===== src/dwdg_pkg.sv =====
`default_nettype none

package dwdg_pkg;

   // Register map and field layout
   localparam logic [7:0] WDR_ADDR       = 8'hD8;
   localparam logic [7:0] WDR_RESET      = 8'hFE;
   localparam int         ARM_BIT        = 0;
   localparam int         SOFT_RESET_BIT = 1;
   localparam int         PERIOD_LSB     = 2;
   localparam int         PERIOD_MSB     = 7;

   // Physical counter: bit 6 is the soft reset bit, bits 5..0 the period bits
   localparam logic [6:0] CNT_RESET      = 7'h7F;
   localparam logic [6:0] CNT_EXPIRE     = 7'h40;

   // Timing
   localparam int         CLK_PERIOD_NS  = 10;
   localparam int         PRESCALE_CYCLES = 3072;
   localparam int         STAB_CYCLES    = 2048;

   typedef enum logic [1:0] {
      ST_RUN  = 2'b00,
      ST_WAIT = 2'b01,
      ST_STOP = 2'b10,
      ST_HOLD = 2'b11
   } dwdg_state_type;

endpackage : dwdg_pkg

`default_nettype wire


===== src/dwdg_tick_if.sv =====
`default_nettype none

interface dwdg_tick_if;
   logic run;
   logic clear;
   logic tick;

   modport pre (input run, input clear, output tick);
   modport ctl (output run, output clear, input tick);
endinterface : dwdg_tick_if

`default_nettype wire


===== src/dwdg_prescaler.sv =====
`default_nettype none

module dwdg_prescaler #(
   parameter int DIV = dwdg_pkg::PRESCALE_CYCLES
) (
   // Clock and reset
   input  wire logic   clk_sys_in,
   input  wire logic   rst_n_in,
   // Tick bus
   dwdg_tick_if.pre    tick_bus
);

   localparam int W = $clog2(DIV);

   typedef struct packed {
      logic [W-1:0] cnt;
      logic         tick;
   } dwdg_pre_state_type;

   dwdg_pre_state_type pre_r;
   dwdg_pre_state_type pre_nxt;

   always_comb
   begin
      pre_nxt      = pre_r;
      pre_nxt.tick = 1'b0;
      if (tick_bus.clear)
      begin
         pre_nxt.cnt = '0;
      end
      else if (tick_bus.run)
      begin
         if (pre_r.cnt == W'(DIV - 1))
         begin
            pre_nxt.cnt  = '0;
            pre_nxt.tick = 1'b1;
         end
         else
         begin
            pre_nxt.cnt = pre_r.cnt + 1'b1;
         end
      end
   end

   always_ff @(posedge clk_sys_in)
   begin
      if (!rst_n_in)
      begin
         pre_r <= '0;
      end
      else
      begin
         pre_r <= pre_nxt;
      end
   end

   assign tick_bus.tick = pre_r.tick;

endmodule : dwdg_prescaler

`default_nettype wire


===== src/dwdg_top.sv =====
`default_nettype none

// Function
// - Counter expiry while armed raises the internal MCU reset.
// - A register write reloads the counter and restarts the countdown.
// - Two fixed options: hardware/software activation, external stop control.
// - Software activation: disabled until software writes one to the arm bit.
// - Once armed, writes cannot disarm; only an MCU reset does.
// - STOP while disabled enters true stop with the oscillator halted.
// - Hardware option without external control: always on, STOP acts as WAIT.
// - External control while enabled: STOP with NMI low is WAIT, NMI high freezes and stops.
// - Wake from stop resumes counting from the held value.
// - Register at D8 reads FE after reset with software activation: arm clear, rest set.
// - Clearing the soft reset bit resets the MCU at once while the watchdog is enabled.
// - Period bits map reversed: register bit 7 is counter LSB.
// - Reset fires when counter bit 6 falls to zero.
// - Six period bits give 64 timeouts, 3072 to 196608 cycles.
// - Hardware option forces the arm bit high, ignoring writes.
// - Disarmed, the counter runs as a free 7-bit down timer.
// - Watchdog reset reinitialises the counter and holds a stabilisation delay.
// - Reset pin driven low while an internal reset is held.
// - At least 28 instructions run before a reset after activation.
module dwdg_top #(
   parameter int ADDR_W   = 8,
   parameter int PRESCALE = dwdg_pkg::PRESCALE_CYCLES,
   parameter int STAB     = dwdg_pkg::STAB_CYCLES
) (
   // Clock and reset
   input  wire logic              clk_sys_in,
   input  wire logic              rst_n_in,
   // APB slave
   input  wire logic              psel_in,
   input  wire logic              penable_in,
   input  wire logic              pwrite_in,
   input  wire logic [ADDR_W-1:0] paddr_in,
   input  wire logic [31:0]       pwdata_in,
   output logic                   pready_out,
   output logic [31:0]            prdata_out,
   output logic                   pslverr_out,
   // Factory options
   input  wire logic              opt_hw_act_in,
   input  wire logic              opt_ext_stop_in,
   // CPU power control
   input  wire logic              stop_req_in,
   input  wire logic              wake_in,
   input  wire logic              nmi_in,
   // Reset and power outputs
   output logic                   mcu_reset_out,
   output logic                   reset_pin_out,
   output logic                   reset_pin_oe_out,
   output logic                   osc_halt_out,
   output logic                   wait_mode_out
);

   localparam int HW = $clog2(STAB);

   typedef struct packed {
      dwdg_pkg::dwdg_state_type st;
      logic [6:0]               cnt;
      logic                     armed;
      logic [HW-1:0]            hold;
      logic                     nmi_s1;
      logic                     nmi_s2;
      logic                     pready;
      logic                     pslverr;
      logic [31:0]              prdata;
      logic                     rst_req;
      logic                     pin_oe;
      logic                     halt;
      logic                     waitm;
   } dwdg_top_state_type;

   localparam dwdg_top_state_type RST_STATE = '{
      st:      dwdg_pkg::ST_RUN,
      cnt:     dwdg_pkg::CNT_RESET,
      armed:   1'b0,
      hold:    '0,
      nmi_s1:  1'b0,
      nmi_s2:  1'b0,
      pready:  1'b0,
      pslverr: 1'b0,
      prdata:  32'h0000_0000,
      rst_req: 1'b0,
      pin_oe:  1'b0,
      halt:    1'b0,
      waitm:   1'b0
   };

   function automatic logic [5:0] dwdg_rev6(input logic [5:0] x);
      logic [5:0] y;
      y = '0;
      for (int i = 0; i < 6; i++)
      begin
         y[i] = x[5 - i];
      end
      return y;
   endfunction : dwdg_rev6

   // Register byte to physical counter
   function automatic logic [6:0] dwdg_load(input logic [7:0] d);
      return {d[dwdg_pkg::SOFT_RESET_BIT], dwdg_rev6(d[dwdg_pkg::PERIOD_MSB:dwdg_pkg::PERIOD_LSB])};
   endfunction : dwdg_load

   dwdg_top_state_type r;
   dwdg_top_state_type nxt;

   dwdg_tick_if tick_bus ();

   dwdg_prescaler #(
      .DIV (PRESCALE)
   ) u_pre (
      .clk_sys_in (clk_sys_in),
      .rst_n_in   (rst_n_in),
      .tick_bus   (tick_bus)
   );

   logic       enabled;
   logic       access;
   logic       take;
   logic       hit;
   logic       wr_hit;
   logic       arm_new;
   logic       expire;
   logic       clear_pre;
   logic [7:0] reg_view;
   logic [7:0] wdata;

   always_comb
   begin
      nxt         = r;
      nxt.pready  = 1'b0;
      nxt.pslverr = 1'b0;
      nxt.prdata  = 32'h0000_0000;
      nxt.nmi_s1  = nmi_in;
      nxt.nmi_s2  = r.nmi_s1;
      expire      = 1'b0;
      clear_pre   = 1'b0;
      arm_new     = r.armed;
      wdata       = pwdata_in[7:0];

      enabled  = r.armed | opt_hw_act_in;
      reg_view = {dwdg_rev6(r.cnt[5:0]), r.cnt[6], enabled};
      access   = psel_in & penable_in;
      take     = access & r.pready;
      hit      = paddr_in == ADDR_W'(dwdg_pkg::WDR_ADDR);
      wr_hit   = take & hit & pwrite_in;

      // One wait state gives time to register the read data
      if (access && !r.pready)
      begin
         nxt.pready  = 1'b1;
         nxt.pslverr = ~hit;
         if (hit && !pwrite_in)
         begin
            nxt.prdata = {24'h00_0000, reg_view};
         end
      end

      case (r.st)
         dwdg_pkg::ST_HOLD:
         begin
            nxt.cnt   = dwdg_pkg::CNT_RESET;
            nxt.armed = 1'b0;
            clear_pre = 1'b1;
            if (r.hold == '0)
            begin
               nxt.st      = dwdg_pkg::ST_RUN;
               nxt.rst_req = 1'b0;
               nxt.pin_oe  = 1'b0;
            end
            else
            begin
               nxt.hold = r.hold - 1'b1;
            end
         end
         default:
         begin
            // Frozen in stop: ticks are ignored until wake
            if (tick_bus.tick && r.st != dwdg_pkg::ST_STOP)
            begin
               if (enabled && r.cnt == dwdg_pkg::CNT_EXPIRE)
               begin
                  expire = 1'b1;
               end
               else
               begin
                  nxt.cnt = r.cnt - 1'b1;
               end
            end

            if (r.st == dwdg_pkg::ST_RUN && stop_req_in)
            begin
               if (!enabled)
               begin
                  nxt.st = dwdg_pkg::ST_STOP;
               end
               else if (opt_ext_stop_in && r.nmi_s2)
               begin
                  nxt.st = dwdg_pkg::ST_STOP;
               end
               else
               begin
                  nxt.st = dwdg_pkg::ST_WAIT;
               end
            end
            else if (r.st != dwdg_pkg::ST_RUN && wake_in)
            begin
               nxt.st = dwdg_pkg::ST_RUN;
            end

            if (wr_hit)
            begin
               nxt.cnt   = dwdg_load(wdata);
               clear_pre = 1'b1;
               arm_new   = r.armed | wdata[dwdg_pkg::ARM_BIT];
               nxt.armed = arm_new;
               expire    = (arm_new | opt_hw_act_in) & ~wdata[dwdg_pkg::SOFT_RESET_BIT];
            end

            if (expire)
            begin
               nxt.st      = dwdg_pkg::ST_HOLD;
               nxt.hold    = HW'(STAB - 1);
               nxt.rst_req = 1'b1;
               nxt.pin_oe  = 1'b1;
               nxt.cnt     = dwdg_pkg::CNT_RESET;
               nxt.armed   = 1'b0;
               clear_pre   = 1'b1;
            end
         end
      endcase

      nxt.halt  = nxt.st == dwdg_pkg::ST_STOP;
      nxt.waitm = nxt.st == dwdg_pkg::ST_WAIT;
   end

   assign tick_bus.clear = clear_pre;
   assign tick_bus.run   = r.st == dwdg_pkg::ST_RUN || r.st == dwdg_pkg::ST_WAIT;

   always_ff @(posedge clk_sys_in)
   begin
      if (!rst_n_in)
      begin
         r <= RST_STATE;
      end
      else
      begin
         r <= nxt;
      end
   end

   assign pready_out       = r.pready;
   assign prdata_out       = r.prdata;
   assign pslverr_out      = r.pslverr;
   assign mcu_reset_out    = r.rst_req;
   assign reset_pin_out    = 1'b0;
   assign reset_pin_oe_out = r.pin_oe;
   assign osc_halt_out     = r.halt;
   assign wait_mode_out    = r.waitm;

   a_expire_reset: assert property (@(posedge clk_sys_in) disable iff (!rst_n_in)
      (r.st != dwdg_pkg::ST_HOLD && r.st != dwdg_pkg::ST_STOP && enabled && tick_bus.tick
       && r.cnt == dwdg_pkg::CNT_EXPIRE) |=> mcu_reset_out && r.st == dwdg_pkg::ST_HOLD)
      else $error("expiry did not reset");

   a_reload_value: assert property (@(posedge clk_sys_in) disable iff (!rst_n_in)
      (r.st != dwdg_pkg::ST_HOLD && wr_hit && pwdata_in[1]) |=> r.cnt == dwdg_load($past(pwdata_in[7:0])))
      else $error("reload value wrong");

   a_sw_stays_off: assert property (@(posedge clk_sys_in) disable iff (!rst_n_in)
      (!opt_hw_act_in && !r.armed && !(wr_hit && pwdata_in[0])) |=> !r.armed)
      else $error("armed without write");

   a_arm_sticky: assert property (@(posedge clk_sys_in) disable iff (!rst_n_in)
      (r.armed && r.st != dwdg_pkg::ST_HOLD && !expire) |=> r.armed)
      else $error("watchdog disarmed");

   a_stop_disabled: assert property (@(posedge clk_sys_in) disable iff (!rst_n_in)
      (r.st == dwdg_pkg::ST_RUN && stop_req_in && !enabled && !expire) |=> osc_halt_out ##1 osc_halt_out || $past(wake_in))
      else $error("true stop not entered");

   a_stop_as_wait: assert property (@(posedge clk_sys_in) disable iff (!rst_n_in)
      (r.st == dwdg_pkg::ST_RUN && stop_req_in && enabled && !opt_ext_stop_in && !expire)
      |=> wait_mode_out && !osc_halt_out)
      else $error("stop not taken as wait");

   a_ext_nmi_stop: assert property (@(posedge clk_sys_in) disable iff (!rst_n_in)
      (r.st == dwdg_pkg::ST_RUN && stop_req_in && enabled && opt_ext_stop_in && !expire)
      |=> (osc_halt_out == $past(r.nmi_s2)) && (wait_mode_out == !$past(r.nmi_s2)))
      else $error("nmi stop choice wrong");

   a_stop_frozen: assert property (@(posedge clk_sys_in) disable iff (!rst_n_in)
      (r.st == dwdg_pkg::ST_STOP && !wr_hit) |=> $stable(r.cnt))
      else $error("counter moved in stop");

   a_soft_reset: assert property (@(posedge clk_sys_in) disable iff (!rst_n_in)
      (r.st != dwdg_pkg::ST_HOLD && wr_hit && (enabled || pwdata_in[0]) && !pwdata_in[1])
      |=> mcu_reset_out)
      else $error("soft reset bit ignored");

   a_hw_arm_read: assert property (@(posedge clk_sys_in) disable iff (!rst_n_in)
      (opt_hw_act_in && pready_out && !pslverr_out && $past(!pwrite_in)) |-> prdata_out[0])
      else $error("arm bit not forced");

   a_pin_low: assert property (@(posedge clk_sys_in) disable iff (!rst_n_in)
      mcu_reset_out |-> reset_pin_oe_out && !reset_pin_out)
      else $error("reset pin not driven low");

   a_hold_length: assert property (@(posedge clk_sys_in) disable iff (!rst_n_in)
      $rose(mcu_reset_out) |-> mcu_reset_out [*8])
      else $error("reset hold too short");

   a_reset_value: assert property (@(posedge clk_sys_in) disable iff (!rst_n_in)
      $fell(mcu_reset_out) |-> r.cnt == dwdg_pkg::CNT_RESET && !r.armed)
      else $error("reset value wrong");

   a_timer_wrap: assert property (@(posedge clk_sys_in) disable iff (!rst_n_in)
      (!enabled && tick_bus.tick && r.st != dwdg_pkg::ST_STOP && r.st != dwdg_pkg::ST_HOLD
       && r.cnt == 7'h00 && !wr_hit) |=> r.cnt == 7'h7F)
      else $error("timer did not wrap");

   a_reload_quiet: assert property (@(posedge clk_sys_in) disable iff (!rst_n_in)
      (r.st != dwdg_pkg::ST_HOLD && wr_hit) |=> !tick_bus.tick)
      else $error("tick right after reload");

   a_armed_msb: assert property (@(posedge clk_sys_in) disable iff (!rst_n_in)
      enabled |-> r.cnt[6])
      else $error("armed counter below expiry");

   a_wait_counts: assert property (@(posedge clk_sys_in) disable iff (!rst_n_in)
      (r.st == dwdg_pkg::ST_WAIT && tick_bus.tick && !wr_hit && !expire)
      |=> r.cnt == $past(r.cnt) - 7'h01)
      else $error("counter idle in wait");

   a_wake_resume: assert property (@(posedge clk_sys_in) disable iff (!rst_n_in)
      (r.st == dwdg_pkg::ST_STOP && wake_in && !wr_hit)
      |=> !osc_halt_out && $stable(r.cnt))
      else $error("wake did not resume");

endmodule : dwdg_top

`default_nettype wire


===== config.mk =====
export PLATFORM = sky130hd
export DESIGN_NAME = dwdg_top
export DESIGN_NICKNAME = d
export VERILOG_FILES = /design/src/dwdg_pkg.sv /design/src/dwdg_tick_if.sv /design/src/dwdg_prescaler.sv /design/src/dwdg_top.sv
export SDC_FILE = /design/constraint.sdc
export NUM_CORES = 1
export LEC_CHECK = 0
export ABC_AREA = 1
export BUFFER_PORTS_ARGS = -buffer_cell sky130_fd_sc_hd__clkbuf_2
export CAP_MARGIN = 15
export CELL_PAD_IN_SITES_DETAIL_PLACEMENT = 1
export CELL_PAD_IN_SITES_GLOBAL_PLACEMENT = 1
export CORE_AREA = 4 4 86 108
export CTS_CLUSTER_DIAMETER = 50
export DETAILED_ROUTE_END_ITERATION = 12
export DIE_AREA = 0 0 90 112
export PLACE_DENSITY = 0.78
export SYNTH_ARGS = -nofsm -noshare
export SYNTH_HDL_FRONTEND = slang
export SYNTH_HIERARCHICAL = 1
export SYNTH_SLANG_ARGS = --single-unit
export TNS_END_PERCENT = 10

===== constraint.sdc =====
create_clock -name clk_sys_in -period 2 [get_ports clk_sys_in]
set_clock_uncertainty 0.05 [all_clocks]
set_input_delay 0.1 -clock clk_sys_in [delete_from_list [all_inputs] [get_ports clk_sys_in]]
set_output_delay 0.1 -clock clk_sys_in [all_outputs]
set_load 0.1 [all_outputs]

==> flow_metrics.py, run 1 <==
metrics = {
    "die": {
        "num_io_pins": 89,
        "die_w_um": 90,
        "start_util_pct": 35.7,
        "die_y_um": 112,
        "std_cell_rows": 37,
        "dieArea_um2": 10100,
        "coreArea_um2": 8190,
    },
    "finish": {
        "n_antenna_cell": 0,
        "utilization_pct": 38.6,
        "nNetsFinal": 505,
        "layout.cells.non_filler": 548,
        "multi_input_area_um2": 1490,
        "area_delta_synth_final_pct": 8.31,
        "layout-drive-gt1-share_pct": 20.6,
        "fill_cells": 1061,
        "seq_area_um2": 982,
        "postLayoutCellArea_um2": 3160,
    },
    "yosys": {
        "seq_area_frac_synth_pct": 33.6,
        "synth_warnings": 6,
        "synth_cell_types": 34,
        "synthesis.area_um2": 2920,
        "synth_edf_count": 0,
        "avgSynthCellArea_um2": 7.04,
        "synth_ff_type": "dfxtp_1",
        "ys_ff_latch": 49,
        "synthArstFlopShare_pct": 0,
        "syn_inst": 415,
    },
    "detailed_routing": {
        "detail_route.first_pass.iterations": 4,
        "drt_iter0_markers": 100,
        "drc": 0,
        "via_per_inst": 4.61,
        "routed_wl_um": 6490,
        "drtAntennaViolNets": 0,
        "vias": 2525,
        "avgRoutedWirePerCell_um": 11.8,
    },
    "place": {
        "routabilityCongestion": 0.851,
        "post_dp_cell_area_um2": 3040,
        "numPortBuffers": 39,
        "place_inst": 537,
        "dpl.hpwl_um": 5150,
    },
    "timing": {
        "setup_viol": 0,
        "timing.slew.headroom_pct": 63.9,
        "tightest_slew_ns": 0.544,
        "maxClockFrequency_mhz": 574,
        "finalCriticalPeriod_ns": 1.74,
        "fin_crit_sh_pct": 87.1,
        "slew_viol_final": 0,
        "finalHoldViolCount": 0,
        "fin_setup_tns_ns": 0,
        "rsz0062_at_grt": "false",
    },
    "setup_path": {
        "start_kind": "flop",
        "cp_max_fo": 5,
        "cp-startpoint": "r[52]",
        "r2r-start": "r[52]",
        "endpoint_kind": "flop",
        "cp.required_ns": 2.19,
        "path_cells": "inv_1 > ha_1 > nand2_1 > nor2_1 > nand3_2 > nand3_1 > nor2_1 > inv_1 > nor3b_1",
        "worstSetupPathType": "flop to flop",
        "cp.arrival_ns": 1.93,
        "max_stage_delay_ns": 0.36,
        "slowest_stage": "dfxtp_1",
    },
    "global_route": {
        "grt-ovfl-total": 0,
        "grt_usage_pct": 13.4,
        "antenna_found_initial": 0,
        "grt_first_pass_wirelength_um": 11400,
        "grt_max_degree": 18,
        "grt_pass1_vias": 2630,
    },
    "clock_network": {
        "cts_tree": "done",
        "clock-sinks": 49,
        "htreeDepth": 2,
        "cts_resized": 0,
        "root_buffer": "clkbuf_8",
        "clock_path_buffers": 2,
        "cts_inserted_buffers": 5,
        "clk_latency_ns": 0.31,
        "cts.reportedPaths.clkPinSlew_ns": 0.10,
        "post_cts_buffers": 0,
    },
    "power_and_ir_drop": {
        "power.switching_mw": 0.705,
        "switching_share_pct": 35.1,
        "combPwrFrac_pct": 18.3,
        "power_density_nw_per_um2": 635,
        "ir_drop_uv": 257,
        "seq_power_share_pct": 50.2,
        "clkPwrFrac_pct": 31.5,
        "p_leak_nw": 1.70,
        "p_int_mw": 1.30,
        "total_power_mw": 2.01,
    },
    "outcome": {
        "outcome": "finished clean",
    },
    "worst_hold_path": {
        "hold_start": "pwdata_in[6]",
        "hp-class": "primary input to flop",
    },
    "run": {
        "drv_cap": 0,
    },
}
==> critical path, delay by kind of cell, from the launching register on <==
kind / cells / cell delay (ns)
and+or+nand+nor: 6 / 0.81
DFF: 1 / 0.36
buffers and inverters: 2 / 0.24
adders and majority gates: 1 / 0.21
==> stage by stage <==
step / hold WS (ns) / worst slack (ns)
6_report: 0.00333 / 0.259
5_1_grt: 0.0132 / 0.00553
3_5_place_dp: 0.239 / 0.274
4_1_cts: 0.000231 / 0.231
3_3_place_gp: 0.234 / 0.314
2_1_floorplan: 0.148 / 0.293
==> cells by family (layout without fill, tap and decap cells) <==
group | after synthesis | after routing | synth area share (%)
compound gates | 27 | 27 | 5.65
xor+xnor | 7 | 7 | 2.10
fa+ha+maj | 5 | 5 | 2.14
buf+inv | 104 | 116 | 18.4
flops | 49 | 49 | 33.6
mux | 1 | 1 | 0.343
other cells | 1 | 25 | 0.128
simple gates | 221 | 221 | 37.7
==> layer usage <==
layer | global-route usage (%) | part of all wire [%] | wire length, µm
met5 | 0 | 0 | 0
met1 | 14.1 | 42 | 2690
met2 | 25.6 | 52 | 3390
met3 | 2.97 | 4.3 | 278
met4 | 5.31 | 1.9 | 123
==> cell usage after synthesis (5+ instances only) <==
| master | instances | area [µm²] |
|---|---|---|
| ha_1 | 5 | 62.6 |
| nor2_4 | 9 | 101 |
| nor2_1 | 49 | 184 |
| inv_1 | 55 | 206 |
| nand2_2 | 6 | 37.5 |
| xor2_1 | 6 | 52.6 |
| o21ai_0 | 12 | 60.1 |
| dfxtp_1 | 49 | 981 |
| nand4_1 | 6 | 37.5 |
| buf_4 | 37 | 278 |
| inv_2 | 11 | 41.3 |
| nor3_1 | 7 | 35.0 |
| nand3_2 | 6 | 60.1 |
| nand2_1 | 92 | 345 |
| a21oi_1 | 6 | 30.0 |
| nand3_1 | 32 | 160 |
==> layout make-up <==
class	count	share of cell area, %
multi-input combinational	286	47.2
sequential	49	31.0
inverter	66	7.83
timing repair buffer	42	7.12
tap	97	3.84
clock buffer	5	2.17
clock inverter	3	0.791
==> power groups by stage <==
stage                     combinational, mW  sequential [mW]  clock, mW
after floorplan                       0.323             1.06          0
after global placement                0.360             1.03          0
after detailed placement              0.364             1.03          0
after CTS                             0.369             1.01      0.664
after global routing                  0.389             1.01      0.708
final                                 0.367             1.01      0.633
==> flip-flops by register name, indices dropped and copies added, names as in the netlist <==
name	cells
wait_mode_out	1
pready_out	1
u_pre/tick_bus.tick	1
osc_halt_out	1
mcu_reset_out	1
r	22
prdata_out	8
nxt	1
pslverr_out	1
u_pre/pre_r	12
==> final timing paths <==
check	slack (ns)	cells after the start	to
setup reg to reg	0.26	9	u_pre/pre_r[3]
hold reg to reg	0.39	2	r[38]
setup / recovery	0.26	9	u_pre/pre_r[3]
hold / removal	0.003	3	r[53]
==> layout by cell type, fill, tap and decap left out, types with 4 or more instances in the layout <==
cell type | netlist | final
nor2_4 | 9 | 9
dfxtp_1 | 49 | 48
conb_1 | 1 | 25
o21ai_1 | 4 | 4
nor2_2 | 4 | 4
o21ai_0 | 12 | 12
a21oi_1 | 6 | 6
ha_1 | 5 | 5
nand3_1 | 32 | 32
nor3_1 | 7 | 7
nand2_2 | 6 | 6
nand3_2 | 6 | 6
nor2_1 | 49 | 49
inv_2 | 11 | 11
nand2_1 | 92 | 92
clkbuf_8 | 0 | 5
xor2_1 | 6 | 6
inv_1 | 55 | 55
nand4_1 | 6 | 6
clkbuf_2 | 0 | 39
==> what timing repair did <==
action | CTS | global route
setup endpoints to repair | 0 | 0
hold buffers | 3 | 0
hold endpoints to repair | 3 | 0
(Power assumes the default switching activity.)
==> run 2, diff against run 1 <==
--- a/constraint.sdc
+++ b/constraint.sdc
@@ -4,2 +4,2 @@
 set_output_delay 0.1 -clock clk_sys_in [all_outputs]
-set_load 0.1 [all_outputs]
+set_load 0.02 [all_outputs]
==> run 2 against run 1 <==
  * Design area fell by 0.51%
  * Die area did not move
  * Power shrank 11%
  * Critical path depth rose by 1
  * Sequential power about the same
  * Via count shrank 0.48%
  * Critical endpoint is now r[53]
  * Sequential cell count unchanged
  * Fmax rose by 0.74%
==> flow_metrics.py, run 2 (synthesized netlist as in run 1, its figures left out) <==
metrics = {
    "outcome": {
        "outcome": "finished clean",
    },
    "power_and_ir_drop": {
        "p_leak_nw": 1.70,
        "power_density_nw_per_um2": 566,
        "ir_drop_uv": 357,
    },
    "detailed_routing": {
        "via_per_inst": 4.59,
        "routed_wl_um": 6540,
        "avgRoutedWirePerCell_um": 12.0,
        "drt_iter0_markers": 76,
        "detail_route.first_pass.iterations": 4,
        "drc": 0,
        "vias": 2513,
        "drtAntennaViolNets": 0,
    },
    "finish": {
        "layout-drive-gt1-share_pct": 20.7,
        "area_delta_synth_final_pct": 7.75,
        "nNetsFinal": 504,
        "utilization_pct": 38.4,
        "largest_register": "r",
        "final_common_cell": "nand2_1",
        "largest_register_ffs": 22,
        "n_antenna_cell": 0,
        "layout_common_cells": "nand2_1, inv_1, dfxtp_1, nor2_1, clkbuf_2",
    },
    "setup_path": {
        "regToRegSetupSlack_ns": 0.27,
        "worstSetupPathType": "flop to flop",
        "start_kind": "flop",
        "path_cells": "inv_1 > ha_1 > nand2_1 > nor2_1 > nand2_1 > nand2_1 > nand2_1 > inv_2 > nand2_1 > nand3_1",
        "cpMostUsedCell": "nand2_1",
        "slowest_stage": "dfxtp_1",
        "crit_family": "simple AND/OR/NAND/NOR gates",
        "endpoint_kind": "flop",
        "cp.arrival_ns": 1.93,
        "cp_max_fo": 6,
        "crit_buf_inv": 2,
        "max_stage_delay_ns": 0.33,
        "cp.required_ns": 2.20,
    },
    "die": {
        "coreArea_um2": 8190,
        "die_y_um": 112,
        "die_w_um": 90,
        "num_io_pins": 89,
        "std_cell_rows": 37,
        "start_util_pct": 35.7,
        "dieArea_um2": 10100,
    },
    "worst_hold_path": {
        "hp-class": "primary input to flop",
    },
    "clock_network": {
        "clk_latency_ns": 0.30,
        "clock-sinks": 49,
        "cts_tree": "done",
        "root_buffer": "clkbuf_8",
        "cts.reportedPaths.clkPinSlew_ns": 0.10,
        "htreeDepth": 2,
        "clock_path_buffers": 2,
        "cts_inserted_buffers": 5,
    },
    "place": {
        "routabilityCongestion": 0.818,
        "dpl.hpwl_um": 5200,
        "numPortBuffers": 39,
    },
    "timing": {
        "finalCriticalPeriod_ns": 1.73,
        "whs_ns": 0.0187,
        "slew_viol_final": 0,
        "setup_viol": 0,
        "maxClockFrequency_mhz": 578,
        "fin_crit_sh_pct": 86.4,
        "fin_setup_tns_ns": 0,
        "finalHoldViolCount": 0,
        "rsz0062_at_grt": "false",
    },
    "global_route": {
        "grt-ovfl-total": 0,
        "grt_pass1_vias": 2648,
        "grt_max_degree": 17,
        "antenna_found_initial": 0,
        "grt_first_pass_wirelength_um": 11500,
        "grt_usage_pct": 13.5,
    },
    "run": {
        "drv_cap": 0,
    },
}
## run 2: changes by cell type in the layout (fill, tap and decap cells not counted)
cell,previous run,this run
clkinv_2,0,2
nor2_2,4,5
clkinv_4,1,0
dlygate4sd3_1,3,2
inv_6,1,0
dfxtp_2,1,0
dfxtp_1,48,49
nor2_1,49,48
## run 2: layout make-up
cell class              instances  area, µm²
fillers                      1092       5050
multi-input cells             286       1500
flip-flops and latches         49        981
inverters                      66        248
repair buffers                 41        215
well taps                      97        121
clock buffers                   5       68.8
clock inverters                 3       17.5
## run 2: repair_timing
action	4_1_cts	5_1_grt
hold buffers	2	0
setup buffers	0	0
endpoints found under the hold margin	2	0
endpoints found under the setup margin	0	1
gates resized for setup	0	1
## run 2: worst reg2reg max path, stage by stage (launching register included)
cell and delay, ns:
dfxtp_1 0.33, inv_1 0.14, ha_1 0.19, nand2_1 0.05
nor2_1 0.17, nand2_1 0.07, nand2_1 0.12, nand2_1 0.21
inv_2 0.16, nand2_1 0.08, nand3_1 0.09
## run 2: routing by layer
layer / global-route usage [%] / vias up / part of all wire, %
met5: 0 / - / 0
met4: 4.70 / 0 / 0.93
met3: 3.04 / 4 / 3.6
met2: 25.8 / 45 / 54
met1: 14.5 / 1176 / 41
li1: - / 1288 / -
## run 2: per-stage QoR
| stage | instances | setup WS, ns | power [mW] | cell area [µm²] |
|---|---|---|---|---|
| 2_1_floorplan | 439 | 0.484 | 1.19 | 3010 |
| 3_3_place_gp | 537 | 0.311 | 1.20 | 3040 |
| 3_5_place_dp | 537 | 0.244 | 1.21 | 3040 |
| 4_1_cts | 547 | 0.205 | 1.82 | 3150 |
| 5_1_grt | 547 | 0.0955 | 1.88 | 3150 |
| 6_report | 547 | 0.271 | 1.78 | 3150 |
## run 2: power breakdown
group          switching (mW)  total, mW  internal, mW
Sequential             0.0162       1.01         0.993
Clock                   0.349      0.592         0.243
Combinational           0.124      0.179        0.0555
## run 2: worst paths after layout
kind,startpoint,to,cells after the start
worst max-delay path,r[52],r[53],10
worst min-delay path,pwdata_in[2],r[57],3
worst max register to register,r[52],r[53],10
worst min register to register,nxt[38],r[38],2
==> run 3, diff against run 2 <==
- CORE_AREA: 4 4 86 108 -> 4 4 91 114
- DIE_AREA: 0 0 90 112 -> 0 0 95 118
- PLACE_DENSITY: 0.78 -> 0.73
- SLEW_MARGIN: unset -> 20
- clock period: 2 -> 1.4 ns (I/O delays scaled with it)
==> run 3 against run 2 <==
  * The flow now finishes with violations (negative setup slack)
  * Highest routed layer unchanged
  * Setup slack lost 0.38 ns
  * First-iteration DRC count shrank 13%
  * Sequential cell count is the same
  * Global-route usage grew 1.7 points
  * Critical path depth is the same
  * Design area grew 19%
  * Critical path type unchanged
  * Die area grew 11%
  * Sequential share of layout area shrank 4.8 points
  * Register-to-register slack lost 0.38 ns
  * Worst hold slack lost 0.011 ns
  * Core utilization grew 2.5 points
  * Combinational power grew 73%
==> flow_metrics.py, run 3 (synthesized netlist as in run 1, its figures left out) <==
metrics = {
    "detailed_routing": {
        "drtAntennaViolNets": 0,
        "via_per_inst": 4.48,
        "drt_iter0_markers": 66,
        "routed_wl_um": 8060,
        "vias": 2738,
        "drc": 0,
        "avgRoutedWirePerCell_um": 13.2,
        "detail_route.first_pass.iterations": 4,
    },
    "setup_path": {
        "cp.arrival_ns": 1.69,
        "cp.required_ns": 1.58,
        "slowest_stage": "dfxtp_2",
        "cpMostUsedCell": "nand2_4",
        "cp_max_fo": 8,
        "start_kind": "flop",
        "worstSetupPathType": "flop to flop",
        "max_stage_delay_ns": 0.33,
        "endpoint_kind": "flop",
        "path_cells": "inv_2 > ha_4 > nand2_4 > nor2_4 > nand3_2 > nand2_4 > nand3_4 > nand2_2 > nor2_2 > nor2_1",
    },
    "power_and_ir_drop": {
        "ir_drop_uv": 534,
        "clkPwrFrac_pct": 47.2,
        "combPwrFrac_pct": 9.3,
        "p_int_mw": 2.55,
        "p_leak_nw": 1.96,
        "switching_share_pct": 22.9,
        "seq_power_share_pct": 43.4,
        "power.switching_mw": 0.758,
        "power_density_nw_per_um2": 882,
    },
    "clock_network": {
        "clock_path_buffers": 2,
        "cts.reportedPaths.clkPinSlew_ns": 0.07,
        "cts_tree": "done",
        "htreeDepth": 2,
        "clk_latency_ns": 0.29,
        "clock-sinks": 49,
        "cts_inserted_buffers": 5,
        "root_buffer": "clkbuf_16",
    },
    "global_route": {
        "grtUsageMet2_pct": 30.0,
        "use_met3_pct": 2.62,
        "grt-busiest-layer": "met2",
        "antenna_found_initial": 0,
        "met1_usage_pct": 15.4,
        "grt-ovfl-total": 0,
        "grt_max_degree": 16,
        "grt_first_pass_wirelength_um": 13800,
        "grt_usage_pct": 15.2,
        "grt_pass1_vias": 2972,
    },
    "finish": {
        "nNetsFinal": 542,
        "fill_cells": 1159,
        "layout_common_cells": "nand2_1, inv_1, dfxtp_1, nor2_1, clkbuf_2",
        "largest_register_ffs": 22,
        "utilization_pct": 40.9,
        "largest_register": "r",
        "n_antenna_cell": 0,
        "layout-drive-gt1-share_pct": 34.6,
        "area_delta_synth_final_pct": 28.4,
        "final_common_cell": "nand2_1",
    },
    "die": {
        "start_util_pct": 31.8,
        "dieArea_um2": 11200,
        "coreArea_um2": 9170,
        "die_y_um": 118,
        "std_cell_rows": 39,
        "die_w_um": 95,
        "num_io_pins": 89,
    },
    "outcome": {
        "outcome": "complete, but fails checks",
        "violations": "negative setup slack",
    },
    "run": {
        "drv_cap": 0,
    },
    "timing": {
        "fin_crit_sh_pct": 108,
        "maxClockFrequency_mhz": 661,
        "setup_ws_ns": -0.112,
        "rsz0062_at_grt": "true",
        "slew_viol_final": 0,
        "finalHoldViolCount": 0,
        "fin_setup_tns_ns": -1.28,
        "whs_ns": 0.00726,
        "finalCriticalPeriod_ns": 1.51,
        "setup_viol": 34,
    },
    "place": {
        "numPortBuffers": 39,
        "routabilityCongestion": 0.790,
        "dpl.hpwl_um": 5900,
    },
    "worst_hold_path": {
        "hp-class": "primary input to flop",
    },
}
## run 3: cell types whose count changed in the layout (fill, tap and decap cells not counted), moves of 5 or more
cell       change
clkbuf_8       -5
nand3_2        +6
dfxtp_2        +5
buf_4         +35
nand2_2        +5
clkbuf_16      +5
inv_2          +5
dfxtp_1        -5
inv_1          -5
nand3_1        -6
nor2_1         -7
nand2_1        -8
## run 3: worst paths after layout
check	start	endpoint	slack [ns]	cells after the start
setup / recovery	r[52]	r[44]	-0.11	10
hold / removal	pwdata_in[7]	r[52]	0.007	3
setup reg to reg	r[52]	r[44]	-0.11	10
hold reg to reg	nxt[38]	r[38]	0.37	2
## run 3: stage by stage
step	instances	area, µm²	power, mW	setup WS [ns]
global placement	596	3330	1.75	-0.0707
CTS	611	3740	3.35	-0.0633
floorplan	439	3030	1.71	-0.00692
global route	611	3750	3.44	-0.186
finish	611	3750	3.31	-0.112
detailed placement	596	3330	1.76	-0.141
## run 3: area by class of cell
cell class | count | area (µm²) | area share, %
Multi-Input combinational cell | 287 | 1670 | 44.5
Sequential cell | 49 | 987 | 26.3
Timing Repair Buffer | 78 | 500 | 13.3
Inverter | 66 | 248 | 6.61
Tap cell | 123 | 154 | 4.10
Clock buffer | 5 | 125 | 3.34
Clock inverter | 3 | 65.1 | 1.74
## run 3: metal layers
layer | vias up | part of all wire (%)
li1 | 1368 | -
met1 | 1293 | 38
met2 | 65 | 56
met3 | 12 | 4.4
met4 | 0 | 2.0
met5 | - | 0
## run 3: power groups by stage
stage          combinational (mW)  sequential [mW]  clock, mW
2_1_floorplan               0.230             1.48          0
3_3_place_gp                0.280             1.47          0
3_5_place_dp                0.291             1.47          0
4_1_cts                     0.310             1.44       1.60
5_1_grt                     0.343             1.44       1.66
6_report                    0.309             1.44       1.56
## run 3: what timing repair did
action,4_1_cts,5_1_grt
endpoints found under the setup margin,36,37
gates resized for setup,44,4
endpoints found under the hold margin,2,0
hold buffers,2,0
pin swaps,20,10
gates cloned,2,0
setup buffers,3,0
## run 3: worst max-delay path, delay by kind of cell, from the launching register on
family / cells / cell delay [ns]
buffers and inverters: 1 / 0.08
adder cells (fa/ha/maj): 1 / 0.15
AND/OR/NAND/NOR: 8 / 0.82
flip-flops: 1 / 0.33
